### config.mk
export PLATFORM = sky130hd
export DESIGN_NAME = cmp_latch_core
export DESIGN_NICKNAME = d
export VERILOG_FILES = /design/src/rtl/cmp_latch_pkg.sv /design/src/rtl/cmp_input_sync.sv /design/src/rtl/set_clock_divider.sv /design/src/rtl/cmp_latch_core.sv
export SDC_FILE = /design/constraint.sdc
export NUM_CORES = 1
export LEC_CHECK = 0
export ABC_AREA = 1
export ABC_CLOCK_PERIOD_IN_PS = 1300
export BUFFER_PORTS_ARGS = -buffer_cell sky130_fd_sc_hd__buf_2
export CAP_MARGIN = 10
export CORE_MARGIN = 2
export CORE_UTILIZATION = 30
export DETAILED_ROUTE_END_ITERATION = 8
export PLACE_DENSITY_LB_ADDON = 0.1
export SYNTH_ARGS = -nofsm -noshare
export SYNTH_HDL_FRONTEND = slang
export SYNTH_SLANG_ARGS = --single-unit
### constraint.sdc
create_clock -name aclk -period 1.3 [get_ports aclk]
set_input_delay 0.195 -clock aclk [delete_from_list [all_inputs] [get_ports aclk]]
set_output_delay 0.195 -clock aclk [all_outputs]
set_load 0.01 [all_outputs]
### src/rtl/cmp_latch_pkg.sv
// constants for the comparator back end: register map, field positions,
// reset values and divider figures.
// assumes a 32-bit AXI4-Lite register bus and one 40 MHz system clock.

package cmp_latch_pkg;

	// ----------------------------------------------------------------
	// register byte addresses
	// ----------------------------------------------------------------
	localparam logic [4:0] ADDR_CMP_ONE   = 5'h00;
	localparam logic [4:0] ADDR_CMP_TWO   = 5'h04;
	localparam logic [4:0] ADDR_SHARED    = 5'h08;
	localparam logic [4:0] ADDR_LATCH_MN  = 5'h0C;
	localparam logic [4:0] ADDR_LATCH_PS  = 5'h10;

	// ----------------------------------------------------------------
	// field positions
	// ----------------------------------------------------------------
	localparam int CMP_RESULT_BIT   = 6;
	localparam int CMP_UNUSED_BIT   = 3;
	localparam int SH_MIRROR1_BIT   = 7;
	localparam int SH_MIRROR2_BIT   = 6;
	localparam int SH_ALT_CLK_BIT   = 4;
	localparam int SH_HYS1_BIT      = 3;
	localparam int SH_HYS2_BIT      = 2;
	localparam int SH_GATE_SEL_BIT  = 1;
	localparam int SH_SYNC_BIT      = 0;
	localparam int LM_MUX2_BIT      = 7;
	localparam int LM_MUX1_BIT      = 6;
	localparam int LM_SET_EN_BIT    = 5;
	localparam int LM_RST_EN_BIT    = 4;
	localparam int LM_SET_PULSE_BIT = 3;
	localparam int LM_RST_PULSE_BIT = 2;
	localparam int LM_CLK_EN_BIT    = 0;
	localparam int LP_PRESCALE_LSB  = 6;

	// ----------------------------------------------------------------
	// reset values and masks of writable bits
	// ----------------------------------------------------------------
	localparam logic [7:0] CMP_RESET     = 8'h00;
	localparam logic [7:0] SHARED_RESET  = 8'h02;
	localparam logic [7:0] LATCH_RESET   = 8'h00;
	localparam logic [7:0] PRESC_RESET   = 8'h00;
	localparam logic [7:0] CMP_WMASK     = 8'hB7;
	localparam logic [7:0] SHARED_WMASK  = 8'h1F;
	localparam logic [7:0] LATCH_WMASK   = 8'hF1;
	localparam logic [7:0] PRESC_WMASK   = 8'hC0;

	// ----------------------------------------------------------------
	// dividers and bus answers
	// ----------------------------------------------------------------
	localparam int         SET_CLK_BASE_LOG2 = 4;
	localparam int         SET_CLK_CNT_W     = 7;
	localparam logic [1:0] TIMER_DIV_RISE    = 2'h0;
	localparam logic [1:0] TIMER_DIV_FALL    = 2'h2;
	localparam logic [1:0] RESP_OKAY         = 2'h0;
	localparam logic [1:0] RESP_SLVERR       = 2'h2;

endpackage : cmp_latch_pkg

### src/rtl/cmp_input_sync.sv
// two-flop synchroniser, one stage pair per bit.
// assumes inputs may change at any time relative to aclk.
`timescale 1ns/1ps
`default_nettype none

module cmp_input_sync #(
	parameter int WIDTH = 2
) (
	input  wire logic             aclk,
	input  wire logic             aresetn,
	input  wire logic [WIDTH-1:0] async_in,
	output var  logic [WIDTH-1:0] sync_out
);

	logic [WIDTH-1:0] meta_reg;

	// first stage feeds only the second stage
	for (genvar i = 0; i < WIDTH; i++)
	begin : g_bit
		always_ff @(posedge aclk)
		begin
			if (!aresetn)
			begin
				meta_reg[i] <= 1'b0;
				sync_out[i] <= 1'b0;
			end
			else
			begin
				meta_reg[i] <= async_in[i];
				sync_out[i] <= meta_reg[i];
			end
		end
	end

endmodule : cmp_input_sync

`default_nettype wire

### src/rtl/set_clock_divider.sv
// set-clock pulser: one-cycle pulse once per 16, 32, 64 or 128 cycles.
// assumes enable and prescale come from registers in the same clock domain.
`timescale 1ns/1ps
`default_nettype none

module set_clock_divider (
	input  wire logic       aclk,
	input  wire logic       aresetn,
	input  wire logic       enable,
	input  wire logic [1:0] prescale,
	output var  logic       pulse
);

	localparam int CW = cmp_latch_pkg::SET_CLK_CNT_W;

	logic [CW-1:0] count_reg;
	logic [CW-1:0] last_count;

	// terminal count is 2^(4+code) - 1
	assign last_count = CW'((1 << (cmp_latch_pkg::SET_CLK_BASE_LOG2 + int'(prescale))) - 1);

	always_ff @(posedge aclk)
	begin
		if (!aresetn || !enable)
		begin
			count_reg <= '0;
			pulse     <= 1'b0;
		end
		else if (count_reg >= last_count)
		begin
			count_reg <= '0;
			pulse     <= 1'b1;
		end
		else
		begin
			count_reg <= count_reg + CW'(1);
			pulse     <= 1'b0;
		end
	end

endmodule : set_clock_divider

`default_nettype wire

### src/rtl/cmp_latch_core.sv
// comparator digital back end: registers, timer clock and gate selection,
// comparator-2 capture, set/reset latch and port output multiplexers.
// assumes AXI4-Lite master on aclk; comparator results are asynchronous;
// timer prescaler inputs are synchronous to aclk.
//
// The register addresses and register access over AXI4-Lite were chosen for this implementation.
`timescale 1ns/1ps
`default_nettype none

module cmp_latch_core (
	input  wire logic        aclk,
	input  wire logic        aresetn,
	// AXI4-Lite slave
	input  wire logic [4:0]  s_axi_awaddr,
	input  wire logic        s_axi_awvalid,
	output var  logic        s_axi_awready,
	input  wire logic [31:0] s_axi_wdata,
	input  wire logic [3:0]  s_axi_wstrb,
	input  wire logic        s_axi_wvalid,
	output var  logic        s_axi_wready,
	output var  logic [1:0]  s_axi_bresp,
	output var  logic        s_axi_bvalid,
	input  wire logic        s_axi_bready,
	input  wire logic [4:0]  s_axi_araddr,
	input  wire logic        s_axi_arvalid,
	output var  logic        s_axi_arready,
	output var  logic [31:0] s_axi_rdata,
	output var  logic [1:0]  s_axi_rresp,
	output var  logic        s_axi_rvalid,
	input  wire logic        s_axi_rready,
	// comparators
	input  wire logic        cmp1_result,
	input  wire logic        cmp2_result,
	output var  logic [7:0]  cmp1_config,
	output var  logic [7:0]  cmp2_config,
	output var  logic        cmp1_hysteresis_enable,
	output var  logic        cmp2_hysteresis_enable,
	// timer
	input  wire logic        timer_prescale_active,
	input  wire logic        timer_prescale_level,
	input  wire logic        timer_gate_pin,
	output var  logic        timer_clock_tick,
	output var  logic        timer_gate,
	output var  logic        synced_cmp2_result,
	// port logic
	output var  logic        port1_out,
	output var  logic        port2_out
);

	// ----------------------------------------------------------------
	// registers and internal state
	// ----------------------------------------------------------------
	logic [7:0]  cmp_one_reg;
	logic [7:0]  cmp_two_reg;
	logic [7:0]  shared_reg;
	logic [7:0]  latch_main_reg;
	logic [7:0]  latch_presc_reg;
	logic        set_pulse_reg;
	logic        reset_pulse_reg;
	logic        latch_q_reg;
	logic [1:0]  cmp_sync;
	logic        set_clk_pulse;
	logic [1:0]  timer_div_reg;
	logic        presc_prev_reg;
	logic        capture_reg;
	logic        timer_fall;
	logic        timer_rise;
	logic        synced_cmp2;
	logic        latch_set;
	logic        latch_rst;
	logic        wr_fire;
	logic        wr_map;
	logic        rd_map;
	logic [7:0]  wr_byte;
	logic [7:0]  rd_byte;

	// ----------------------------------------------------------------
	// leaf instances
	// ----------------------------------------------------------------
	cmp_input_sync #(
		.WIDTH (2)
	) u_sync (
		.aclk     (aclk),
		.aresetn  (aresetn),
		.async_in ({cmp2_result, cmp1_result}),
		.sync_out (cmp_sync)
	);

	set_clock_divider u_set_clk (
		.aclk     (aclk),
		.aresetn  (aresetn),
		.enable   (latch_main_reg[cmp_latch_pkg::LM_CLK_EN_BIT]),
		.prescale (latch_presc_reg[cmp_latch_pkg::LP_PRESCALE_LSB +: 2]),
		.pulse    (set_clk_pulse)
	);

	// ----------------------------------------------------------------
	// AXI4-Lite write channel
	// ----------------------------------------------------------------
	assign wr_fire = s_axi_awready && s_axi_awvalid && s_axi_wvalid;
	assign wr_byte = s_axi_wdata[7:0];

	always_comb
	begin
		unique case (s_axi_awaddr)
			cmp_latch_pkg::ADDR_CMP_ONE,
			cmp_latch_pkg::ADDR_CMP_TWO,
			cmp_latch_pkg::ADDR_SHARED,
			cmp_latch_pkg::ADDR_LATCH_MN,
			cmp_latch_pkg::ADDR_LATCH_PS: wr_map = 1'b1;
			default:                      wr_map = 1'b0;
		endcase
	end

	always_ff @(posedge aclk)
	begin
		if (!aresetn)
		begin
			s_axi_awready <= 1'b0;
			s_axi_wready  <= 1'b0;
			s_axi_bvalid  <= 1'b0;
			s_axi_bresp   <= cmp_latch_pkg::RESP_OKAY;
		end
		else
		begin
			// address and data are taken together on one edge
			s_axi_awready <= s_axi_awvalid && s_axi_wvalid && !s_axi_awready
				&& !s_axi_bvalid;
			s_axi_wready  <= s_axi_awvalid && s_axi_wvalid && !s_axi_awready
				&& !s_axi_bvalid;
			if (wr_fire)
			begin
				s_axi_bvalid <= 1'b1;
				s_axi_bresp  <= wr_map ? cmp_latch_pkg::RESP_OKAY
					: cmp_latch_pkg::RESP_SLVERR;
			end
			else if (s_axi_bready)
			begin
				s_axi_bvalid <= 1'b0;
			end
		end
	end

	// ----------------------------------------------------------------
	// control registers
	// ----------------------------------------------------------------
	always_ff @(posedge aclk)
	begin
		if (!aresetn)
		begin
			cmp_one_reg     <= cmp_latch_pkg::CMP_RESET;
			cmp_two_reg     <= cmp_latch_pkg::CMP_RESET;
			shared_reg      <= cmp_latch_pkg::SHARED_RESET;
			latch_main_reg  <= cmp_latch_pkg::LATCH_RESET;
			latch_presc_reg <= cmp_latch_pkg::PRESC_RESET;
		end
		else if (wr_fire && s_axi_wstrb[0])
		begin
			unique case (s_axi_awaddr)
				cmp_latch_pkg::ADDR_CMP_ONE:
					cmp_one_reg <= wr_byte & cmp_latch_pkg::CMP_WMASK;
				cmp_latch_pkg::ADDR_CMP_TWO:
					cmp_two_reg <= wr_byte & cmp_latch_pkg::CMP_WMASK;
				cmp_latch_pkg::ADDR_SHARED:
					shared_reg <= wr_byte & cmp_latch_pkg::SHARED_WMASK;
				cmp_latch_pkg::ADDR_LATCH_MN:
					latch_main_reg <= wr_byte & cmp_latch_pkg::LATCH_WMASK;
				cmp_latch_pkg::ADDR_LATCH_PS:
					latch_presc_reg <= wr_byte & cmp_latch_pkg::PRESC_WMASK;
				default:
					cmp_one_reg <= cmp_one_reg;
			endcase
		end
	end

	// software pulse bits: set by a write of 1, gone one cycle later
	always_ff @(posedge aclk)
	begin
		if (!aresetn)
		begin
			set_pulse_reg   <= 1'b0;
			reset_pulse_reg <= 1'b0;
		end
		else
		begin
			set_pulse_reg   <= wr_fire && s_axi_wstrb[0]
				&& (s_axi_awaddr == cmp_latch_pkg::ADDR_LATCH_MN)
				&& wr_byte[cmp_latch_pkg::LM_SET_PULSE_BIT];
			reset_pulse_reg <= wr_fire && s_axi_wstrb[0]
				&& (s_axi_awaddr == cmp_latch_pkg::ADDR_LATCH_MN)
				&& wr_byte[cmp_latch_pkg::LM_RST_PULSE_BIT];
		end
	end

	// ----------------------------------------------------------------
	// AXI4-Lite read channel
	// ----------------------------------------------------------------
	// reads only look; no state changes on a read
	always_comb
	begin
		rd_map  = 1'b1;
		rd_byte = 8'h00;
		unique case (s_axi_araddr)
			cmp_latch_pkg::ADDR_CMP_ONE:
			begin
				rd_byte = cmp_one_reg;
				rd_byte[cmp_latch_pkg::CMP_RESULT_BIT] = cmp_sync[0];
			end
			cmp_latch_pkg::ADDR_CMP_TWO:
			begin
				rd_byte = cmp_two_reg;
				rd_byte[cmp_latch_pkg::CMP_RESULT_BIT] = cmp_sync[1];
			end
			cmp_latch_pkg::ADDR_SHARED:
			begin
				rd_byte = shared_reg;
				rd_byte[cmp_latch_pkg::SH_MIRROR1_BIT] = cmp_sync[0];
				rd_byte[cmp_latch_pkg::SH_MIRROR2_BIT] = cmp_sync[1];
			end
			cmp_latch_pkg::ADDR_LATCH_MN: rd_byte = latch_main_reg;
			cmp_latch_pkg::ADDR_LATCH_PS: rd_byte = latch_presc_reg;
			default:                      rd_map  = 1'b0;
		endcase
	end

	always_ff @(posedge aclk)
	begin
		if (!aresetn)
		begin
			s_axi_arready <= 1'b0;
			s_axi_rvalid  <= 1'b0;
			s_axi_rdata   <= 32'h0000_0000;
			s_axi_rresp   <= cmp_latch_pkg::RESP_OKAY;
		end
		else
		begin
			s_axi_arready <= s_axi_arvalid && !s_axi_arready && !s_axi_rvalid;
			if (s_axi_arready && s_axi_arvalid)
			begin
				s_axi_rvalid <= 1'b1;
				s_axi_rdata  <= {24'h00_0000, rd_byte};
				s_axi_rresp  <= rd_map ? cmp_latch_pkg::RESP_OKAY
					: cmp_latch_pkg::RESP_SLVERR;
			end
			else if (s_axi_rready)
			begin
				s_axi_rvalid <= 1'b0;
			end
		end
	end

	// ----------------------------------------------------------------
	// timer clock source and edges
	// ----------------------------------------------------------------
	always_ff @(posedge aclk)
	begin
		if (!aresetn)
		begin
			timer_div_reg  <= 2'h0;
			presc_prev_reg <= 1'b0;
		end
		else
		begin
			timer_div_reg  <= timer_div_reg + 2'h1;
			presc_prev_reg <= timer_prescale_level;
		end
	end

	// divide-by-4 clock is high for counts 0..1, low for 2..3
	always_comb
	begin
		if (timer_prescale_active)
		begin
			timer_fall = presc_prev_reg && !timer_prescale_level;
			timer_rise = 1'b0;
		end
		else if (shared_reg[cmp_latch_pkg::SH_ALT_CLK_BIT])
		begin
			timer_fall = 1'b1;
			timer_rise = 1'b1;
		end
		else
		begin
			timer_fall = (timer_div_reg == cmp_latch_pkg::TIMER_DIV_FALL);
			timer_rise = (timer_div_reg == cmp_latch_pkg::TIMER_DIV_RISE);
		end
		if (shared_reg[cmp_latch_pkg::SH_ALT_CLK_BIT])
		begin
			timer_rise = 1'b1;
		end
		else
		begin
			timer_rise = (timer_div_reg == cmp_latch_pkg::TIMER_DIV_RISE);
		end
	end

	// ----------------------------------------------------------------
	// comparator 2 capture and timer gate
	// ----------------------------------------------------------------
	always_ff @(posedge aclk)
	begin
		if (!aresetn)
		begin
			capture_reg <= 1'b0;
		end
		else if (timer_fall)
		begin
			capture_reg <= cmp_sync[1];
		end
	end

	assign synced_cmp2 = shared_reg[cmp_latch_pkg::SH_SYNC_BIT] ? capture_reg
		: cmp_sync[1];

	always_ff @(posedge aclk)
	begin
		if (!aresetn)
		begin
			timer_clock_tick   <= 1'b0;
			timer_gate         <= 1'b1;
			synced_cmp2_result <= 1'b0;
		end
		else
		begin
			timer_clock_tick   <= timer_rise;
			timer_gate         <= shared_reg[cmp_latch_pkg::SH_GATE_SEL_BIT]
				? timer_gate_pin : synced_cmp2;
			synced_cmp2_result <= synced_cmp2;
		end
	end

	// ----------------------------------------------------------------
	// set/reset latch
	// ----------------------------------------------------------------
	assign latch_set = (cmp_sync[0] && latch_main_reg[cmp_latch_pkg::LM_SET_EN_BIT])
		|| set_pulse_reg || set_clk_pulse;
	assign latch_rst = (cmp_sync[1] && latch_main_reg[cmp_latch_pkg::LM_RST_EN_BIT])
		|| reset_pulse_reg;

	// holds with both inputs low; reset dominates
	always_ff @(posedge aclk)
	begin
		if (!aresetn)
		begin
			latch_q_reg <= 1'b0;
		end
		else if (latch_rst)
		begin
			latch_q_reg <= 1'b0;
		end
		else if (latch_set)
		begin
			latch_q_reg <= 1'b1;
		end
	end

	// ----------------------------------------------------------------
	// output multiplexers and comparator controls
	// ----------------------------------------------------------------
	always_ff @(posedge aclk)
	begin
		if (!aresetn)
		begin
			port1_out              <= 1'b0;
			port2_out              <= 1'b0;
			cmp1_config            <= cmp_latch_pkg::CMP_RESET;
			cmp2_config            <= cmp_latch_pkg::CMP_RESET;
			cmp1_hysteresis_enable <= 1'b0;
			cmp2_hysteresis_enable <= 1'b0;
		end
		else
		begin
			port1_out <= latch_main_reg[cmp_latch_pkg::LM_MUX1_BIT]
				? latch_q_reg : cmp_sync[0];
			port2_out <= latch_main_reg[cmp_latch_pkg::LM_MUX2_BIT]
				? !latch_q_reg : cmp_sync[1];
			cmp1_config            <= cmp_one_reg;
			cmp2_config            <= cmp_two_reg;
			cmp1_hysteresis_enable <= shared_reg[cmp_latch_pkg::SH_HYS1_BIT];
			cmp2_hysteresis_enable <= shared_reg[cmp_latch_pkg::SH_HYS2_BIT];
		end
	end

endmodule : cmp_latch_core

`default_nettype wire

=== Word level (Yosys, flattened, before mapping) ===
Cells that the tools add are included.

* Bits in registers: 78
* Bits in latches: 0
* Bits in writable memories: 0
* ROM bits: 0
* Input bits: 58
* Logic and storage cells: 107
* Memories: 0

* Add/subtract/negate cells: 4
* Multipliers: 0
* Div/mod/pow operators: 0
* $lt $le $gt $ge: 1
* Equal/unequal tests: 9
* Shifts and indexed selects: 1
* Multiplexer cells: 17
* Bitwise operators: 1
* Reduce and logical (&&, ||, !) cells: 41

{| class="wikitable"
|+ Operator list
! cell !! number
|-
| $pmux 8 s5 || 1
|-
| $shl 1x32->7 const A || 1
|-
| $eq 5x4->1 const B || 4
|-
| $logic_and 1x1->1 || 15
|-
| $mux 1 || 14
|-
| $eq 5x3->1 const B || 2
|-
| $eq 5x5->1 const B || 2
|-
| $logic_not 5->1 || 2
|-
| $reduce_and 2->1 || 5
|-
| $reduce_or 5->1 || 2
|-
| $logic_not 1->1 || 8
|-
| $add 7x1->7 const B || 1
|-
| $ge 7x7->1 || 1
|-
| $sub 7x2->7 const B || 1
|-
| $add 3x2->4 const A || 1
|-
| $logic_or 1x1->1 || 4
|-
| $mux 2 || 2
|-
| $reduce_bool 2->1 || 2
|-
| $reduce_or 2->1 || 2
|-
| $add 2x1->2 const B || 1
|-
| $eq 2x2->1 const B || 1
|-
| $logic_not 2->1 || 1
|-
| $not 1->1 || 1
|}

=== Longest topological paths before layout ===
* Depth in word-level cells: 5
* Depth in mapped cells: 8

=== Cells and area by module ===
A second synthesis with hierarchy kept.

* Cells, all modules: 414
* Area, all modules: 3355.7 um^2

{| class="wikitable"
|+ Modules (own cells, without submodules)
! module !! times used !! cells each !! area an instance (um^2) !! seq. area each (um^2)
|-
| cmp_latch_core || 1 || 345 || 2816.5 || 1281.2
|-
| set_clock_divider || 1 || 57 || 429.2 || 160.2
|-
| cmp_input_sync || 1 || 12 || 110.1 || 80.1
|}

=== Worst setup path before layout ===
Ideal clock, no wire load.

* Kind: register to register
* Start point: register latch_presc_reg[7]
* End point: register u_set_clk.count_reg[0]
* Library setup time: 0.065 ns
* Arrival time: 1.283 ns
* Path slack: -0.048 ns
* Stages on the path, launching flop included: 8
* Cells stage by stage: dfxtp_1 -> inv_1 -> ha_1 -> a21o_1 -> a21oi_1 -> o21ai_1 -> nand3b_4 -> nor2_1

* Word-level cells in the longest chain between the ends: 5

{| class="wikitable"
|+ RTL lines
! item !! line !! text
|-
| from (decl) || cmp_latch_core.sv:57 || <nowiki>logic [7:0] latch_presc_reg;</nowiki>
|-
| from (signal assigned) || cmp_latch_core.sv:155 || <nowiki>latch_presc_reg <= cmp_latch_pkg::PRESC_RESET;</nowiki>
|-
| from (signal assigned) || cmp_latch_core.sv:169 || <nowiki>latch_presc_reg <= wr_byte & cmp_latch_pkg::PRESC_WMASK;</nowiki>
|-
| $add 3x2->4 || set_clock_divider.sv:20 || <nowiki>assign last_count = CW'((1 << (cmp_latch_pkg::SET_CLK_BASE_LOG2 + int'(prescale))) - 1);</nowiki>
|-
| $shl 1x32->7 || set_clock_divider.sv:20 ||
|-
| $sub 7x2->7 || set_clock_divider.sv:20 ||
|-
| $ge 7x7->1 || set_clock_divider.sv:29 || <nowiki>else if (count_reg >= last_count)</nowiki>
|-
| $reduce_or 2->1 (no line) || - ||
|-
| to (signal assigned) || set_clock_divider.sv:36 || <nowiki>count_reg <= count_reg + CW'(1);</nowiki>
|-
| to (decl) || set_clock_divider.sv:16 || <nowiki>logic [CW-1:0] count_reg;</nowiki>
|}

No other way between the ends.
A chain may end at the register's enable or synchronous reset.

=== Final worst setup path ===
Same ends and word-level chain as after synthesis.

==> reports/metrics.yaml <==
status: "finished, violations left"
violations: "setup timing"
clkTransAtPathRegs_ps: 70
grt_antenna_before_repair: 0
avgSynthCellArea_um2: 8.31
numCtsBuffers: 9
seq_area_mm2: 0.00152
drt_wl_total_um: 7520
cp_max_fo: 7
dieArea_mm2: 0.0120
synth_edf_count: 0
drtIter0Drc: 98
drc: 0
peakVddDrop_mv: 0.354
fin_crit_ps: 1350
swShare_pct: 25.0
finalCritPeriodShare_pct: 104
grt_usage_pct: 13.1
pre_cts_ws_ps: -88.1
synth_top_family_by_area: "simple AND/OR/NAND/NOR gates"
syn_area_mm2: 0.00333
synth.top_cell.area_share_pct: 45.7
avgViaCountPerCell: 4.22
placementRows: 38
fin_worst_skew_ps: 6.04
synth_seq_cells: 76
fp.coreArea_mm2: 0.0108
initial_core_util_pct: 30.7
power_frac_seq_pct: 55.7
cts_buffer_depth: 2
worstSkewPairLatency_ps: 340
dieWidth_um: 109
min_path_type: "in2reg"
cp-start-kind: "register"
yosys.area_share.xor_xnor_pct: 1.31
multiInputGateArea_mm2: 0.00145
area.growth.synth_to_final_pct: 25.2
hold_violations: 0
synthCells: 401
clock_power_share_pct: 36.3
setup.worst_path.class: "reg2reg"
synth-seq-area-share_pct: 45.7
port-buffer-count: 64
via_count: 2702
yosysWarningCount: 0
synth-compound-area-share_pct: 13.3
dr.pass1.iters: 4
n_antenna_cell: 0
synthTopCellsByCount: "dfxtp_1, inv_1, nand2_1, nor2_1, buf_4"
htree_levels: 3
gp_congestion: 0.766
pwr-share-comb_pct: 7.9
grt_max_degree: 38
hold_ws_ps: 34.4
fill_cells: 1182
cts.sinks: 76
slew_violations: 0
synthTopCellsByArea: "dfxtp_1, buf_4, inv_1, nand2_1, nor2_1"
max_cap_violations: 0
antenna_left: 0
synth_simple_gate_area_share_pct: 21.7
ys_types: 39
cts_hold_buffers: 0
synth_fa_ha_area_share_pct: 2.25
power.density_mw_per_mm2: 1020
cp-end-kind: "register"
largest_reg_flops: 8
max_clock_freq_mhz: 738
root_buffer: "clkbuf_8"
cp.required_ps: 1590
io_pins: 122
nets: 561
die_h_um: 109
p_switching_mw: 1.06
synth_area_leader_cell: "dfxtp_1"
fin_util_pct: 38.5
synthMuxAreaShare_pct: 0
wl_per_cell_um: 11.8
cp.arrival_ps: 1640
rsz0062_at_grt: "yes"
synth_flop_cell: "dfxtp_1"
async_flop_share_pct: 0
finalWorstSetupSlack_ps: -54.9
tritoncts: "yes"
p_leak_nw: 2.04
final_layout_size_suffix_gt1_share_pct: 30.8
grt_first_pass_wirelength_um: 11900
grt_overflow: 0
post-dp-hpwl_um: 5650
setup_violations: 8
power.internal_mw: 3.19
synth.most_common_cell: "dfxtp_1"
grt_pass1_vias: 2471
[cell families after synthesis]
logic type | Yosys count
other | 1
XOR/XNOR | 5
adder cells (fa/ha/maj) | 6
AO/OA/AOI/OAI | 72
flip-flops | 76
buffers and inverters | 101
AND/OR/NAND/NOR | 140
[timing repair]
item,in CTS,in global routing
pin swaps,6,9
resized for setup,8,10
setup buffers,2,4
gates cloned,0,1
endpoints found under the hold margin,0,0
setup endpoints to repair,12,25
[through the flow]
step | instance area [um^2] | TNS (ps) | total power [mW] | std cells
floorplan | 3450 | 0 | 2.67 | 430
global placement | 3910 | -610 | 2.76 | 619
detailed placement | 3910 | -710 | 2.76 | 619
CTS | 4100 | -401 | 4.32 | 635
global route | 4170 | -940 | 4.47 | 640
finish | 4170 | -304 | 4.25 | 640
[power by group through the flow]
stage | clock (mW) | combinational [mW] | sequential [mW]
after floorplan | 0 | 0.241 | 2.43
after global placement | 0 | 0.333 | 2.42
after detailed placement | 0 | 0.338 | 2.42
after CTS | 1.61 | 0.339 | 2.37
after global routing | 1.72 | 0.379 | 2.37
final | 1.54 | 0.337 | 2.37
[layout make-up]
type	instances	share of cell area [%]
well taps	140	4.20
repair buffers	98	15.5
clock buffers	11	3.39
inverters	58	5.22
clock inverters	3	0.360
multi-input cells	254	34.8
flip-flops and latches	76	36.6
[cells in the final DEF, fill, tap and decap left out, types with 7 or more instances in the layout]
| cell type | instances |
|---|---|
| conb_1 | 30 |
| a211oi_2 | 8 |
| buf_2 | 64 |
| a21oi_1 | 27 |
| o21ai_1 | 15 |
| nor2_2 | 8 |
| inv_1 | 52 |
| dfxtp_1 | 74 |
| o21ai_0 | 11 |
| nor2_1 | 37 |
| nand4_1 | 14 |
| nand2_1 | 53 |
| clkbuf_8 | 10 |
| nor2_4 | 7 |
| nand3_1 | 7 |
| buf_4 | 25 |
[routing by layer]
metal | up-vias | global-route usage [%] | wire length (um)
met1 | 1220 | 16.9 | 3570
met3 | 6 | 3.91 | 306
met2 | 52 | 21.2 | 3580
met5 | - | 0 | 0
li1 | 1424 | - | -
met4 | 0 | 3.80 | 70
[final timing paths]
| check | startpoint | slack (ps) | depth (start not counted) | end |
|---|---|---|---|---|
| worst max register to register | latch_presc_reg[7] | -50 | 7 | u_set_clk.count_reg[0] |
| worst max-delay path | latch_presc_reg[7] | -50 | 7 | u_set_clk.count_reg[0] |
| worst min register to register | u_sync.meta_reg[0] | 410 | 2 | u_sync.sync_out[0] |
| worst min-delay path | cmp2_result | 30 | 3 | u_sync.meta_reg[1] |
[worst max-delay path: stages (launching register included)]
cell and delay (ps):
dfxtp_2 360, inv_2 50, ha_4 210, a21o_1 160, a21oi_2 130, o21ai_2 70, nand3b_4 200, nor2_1 120
Power figures use the tool's default switching activity.
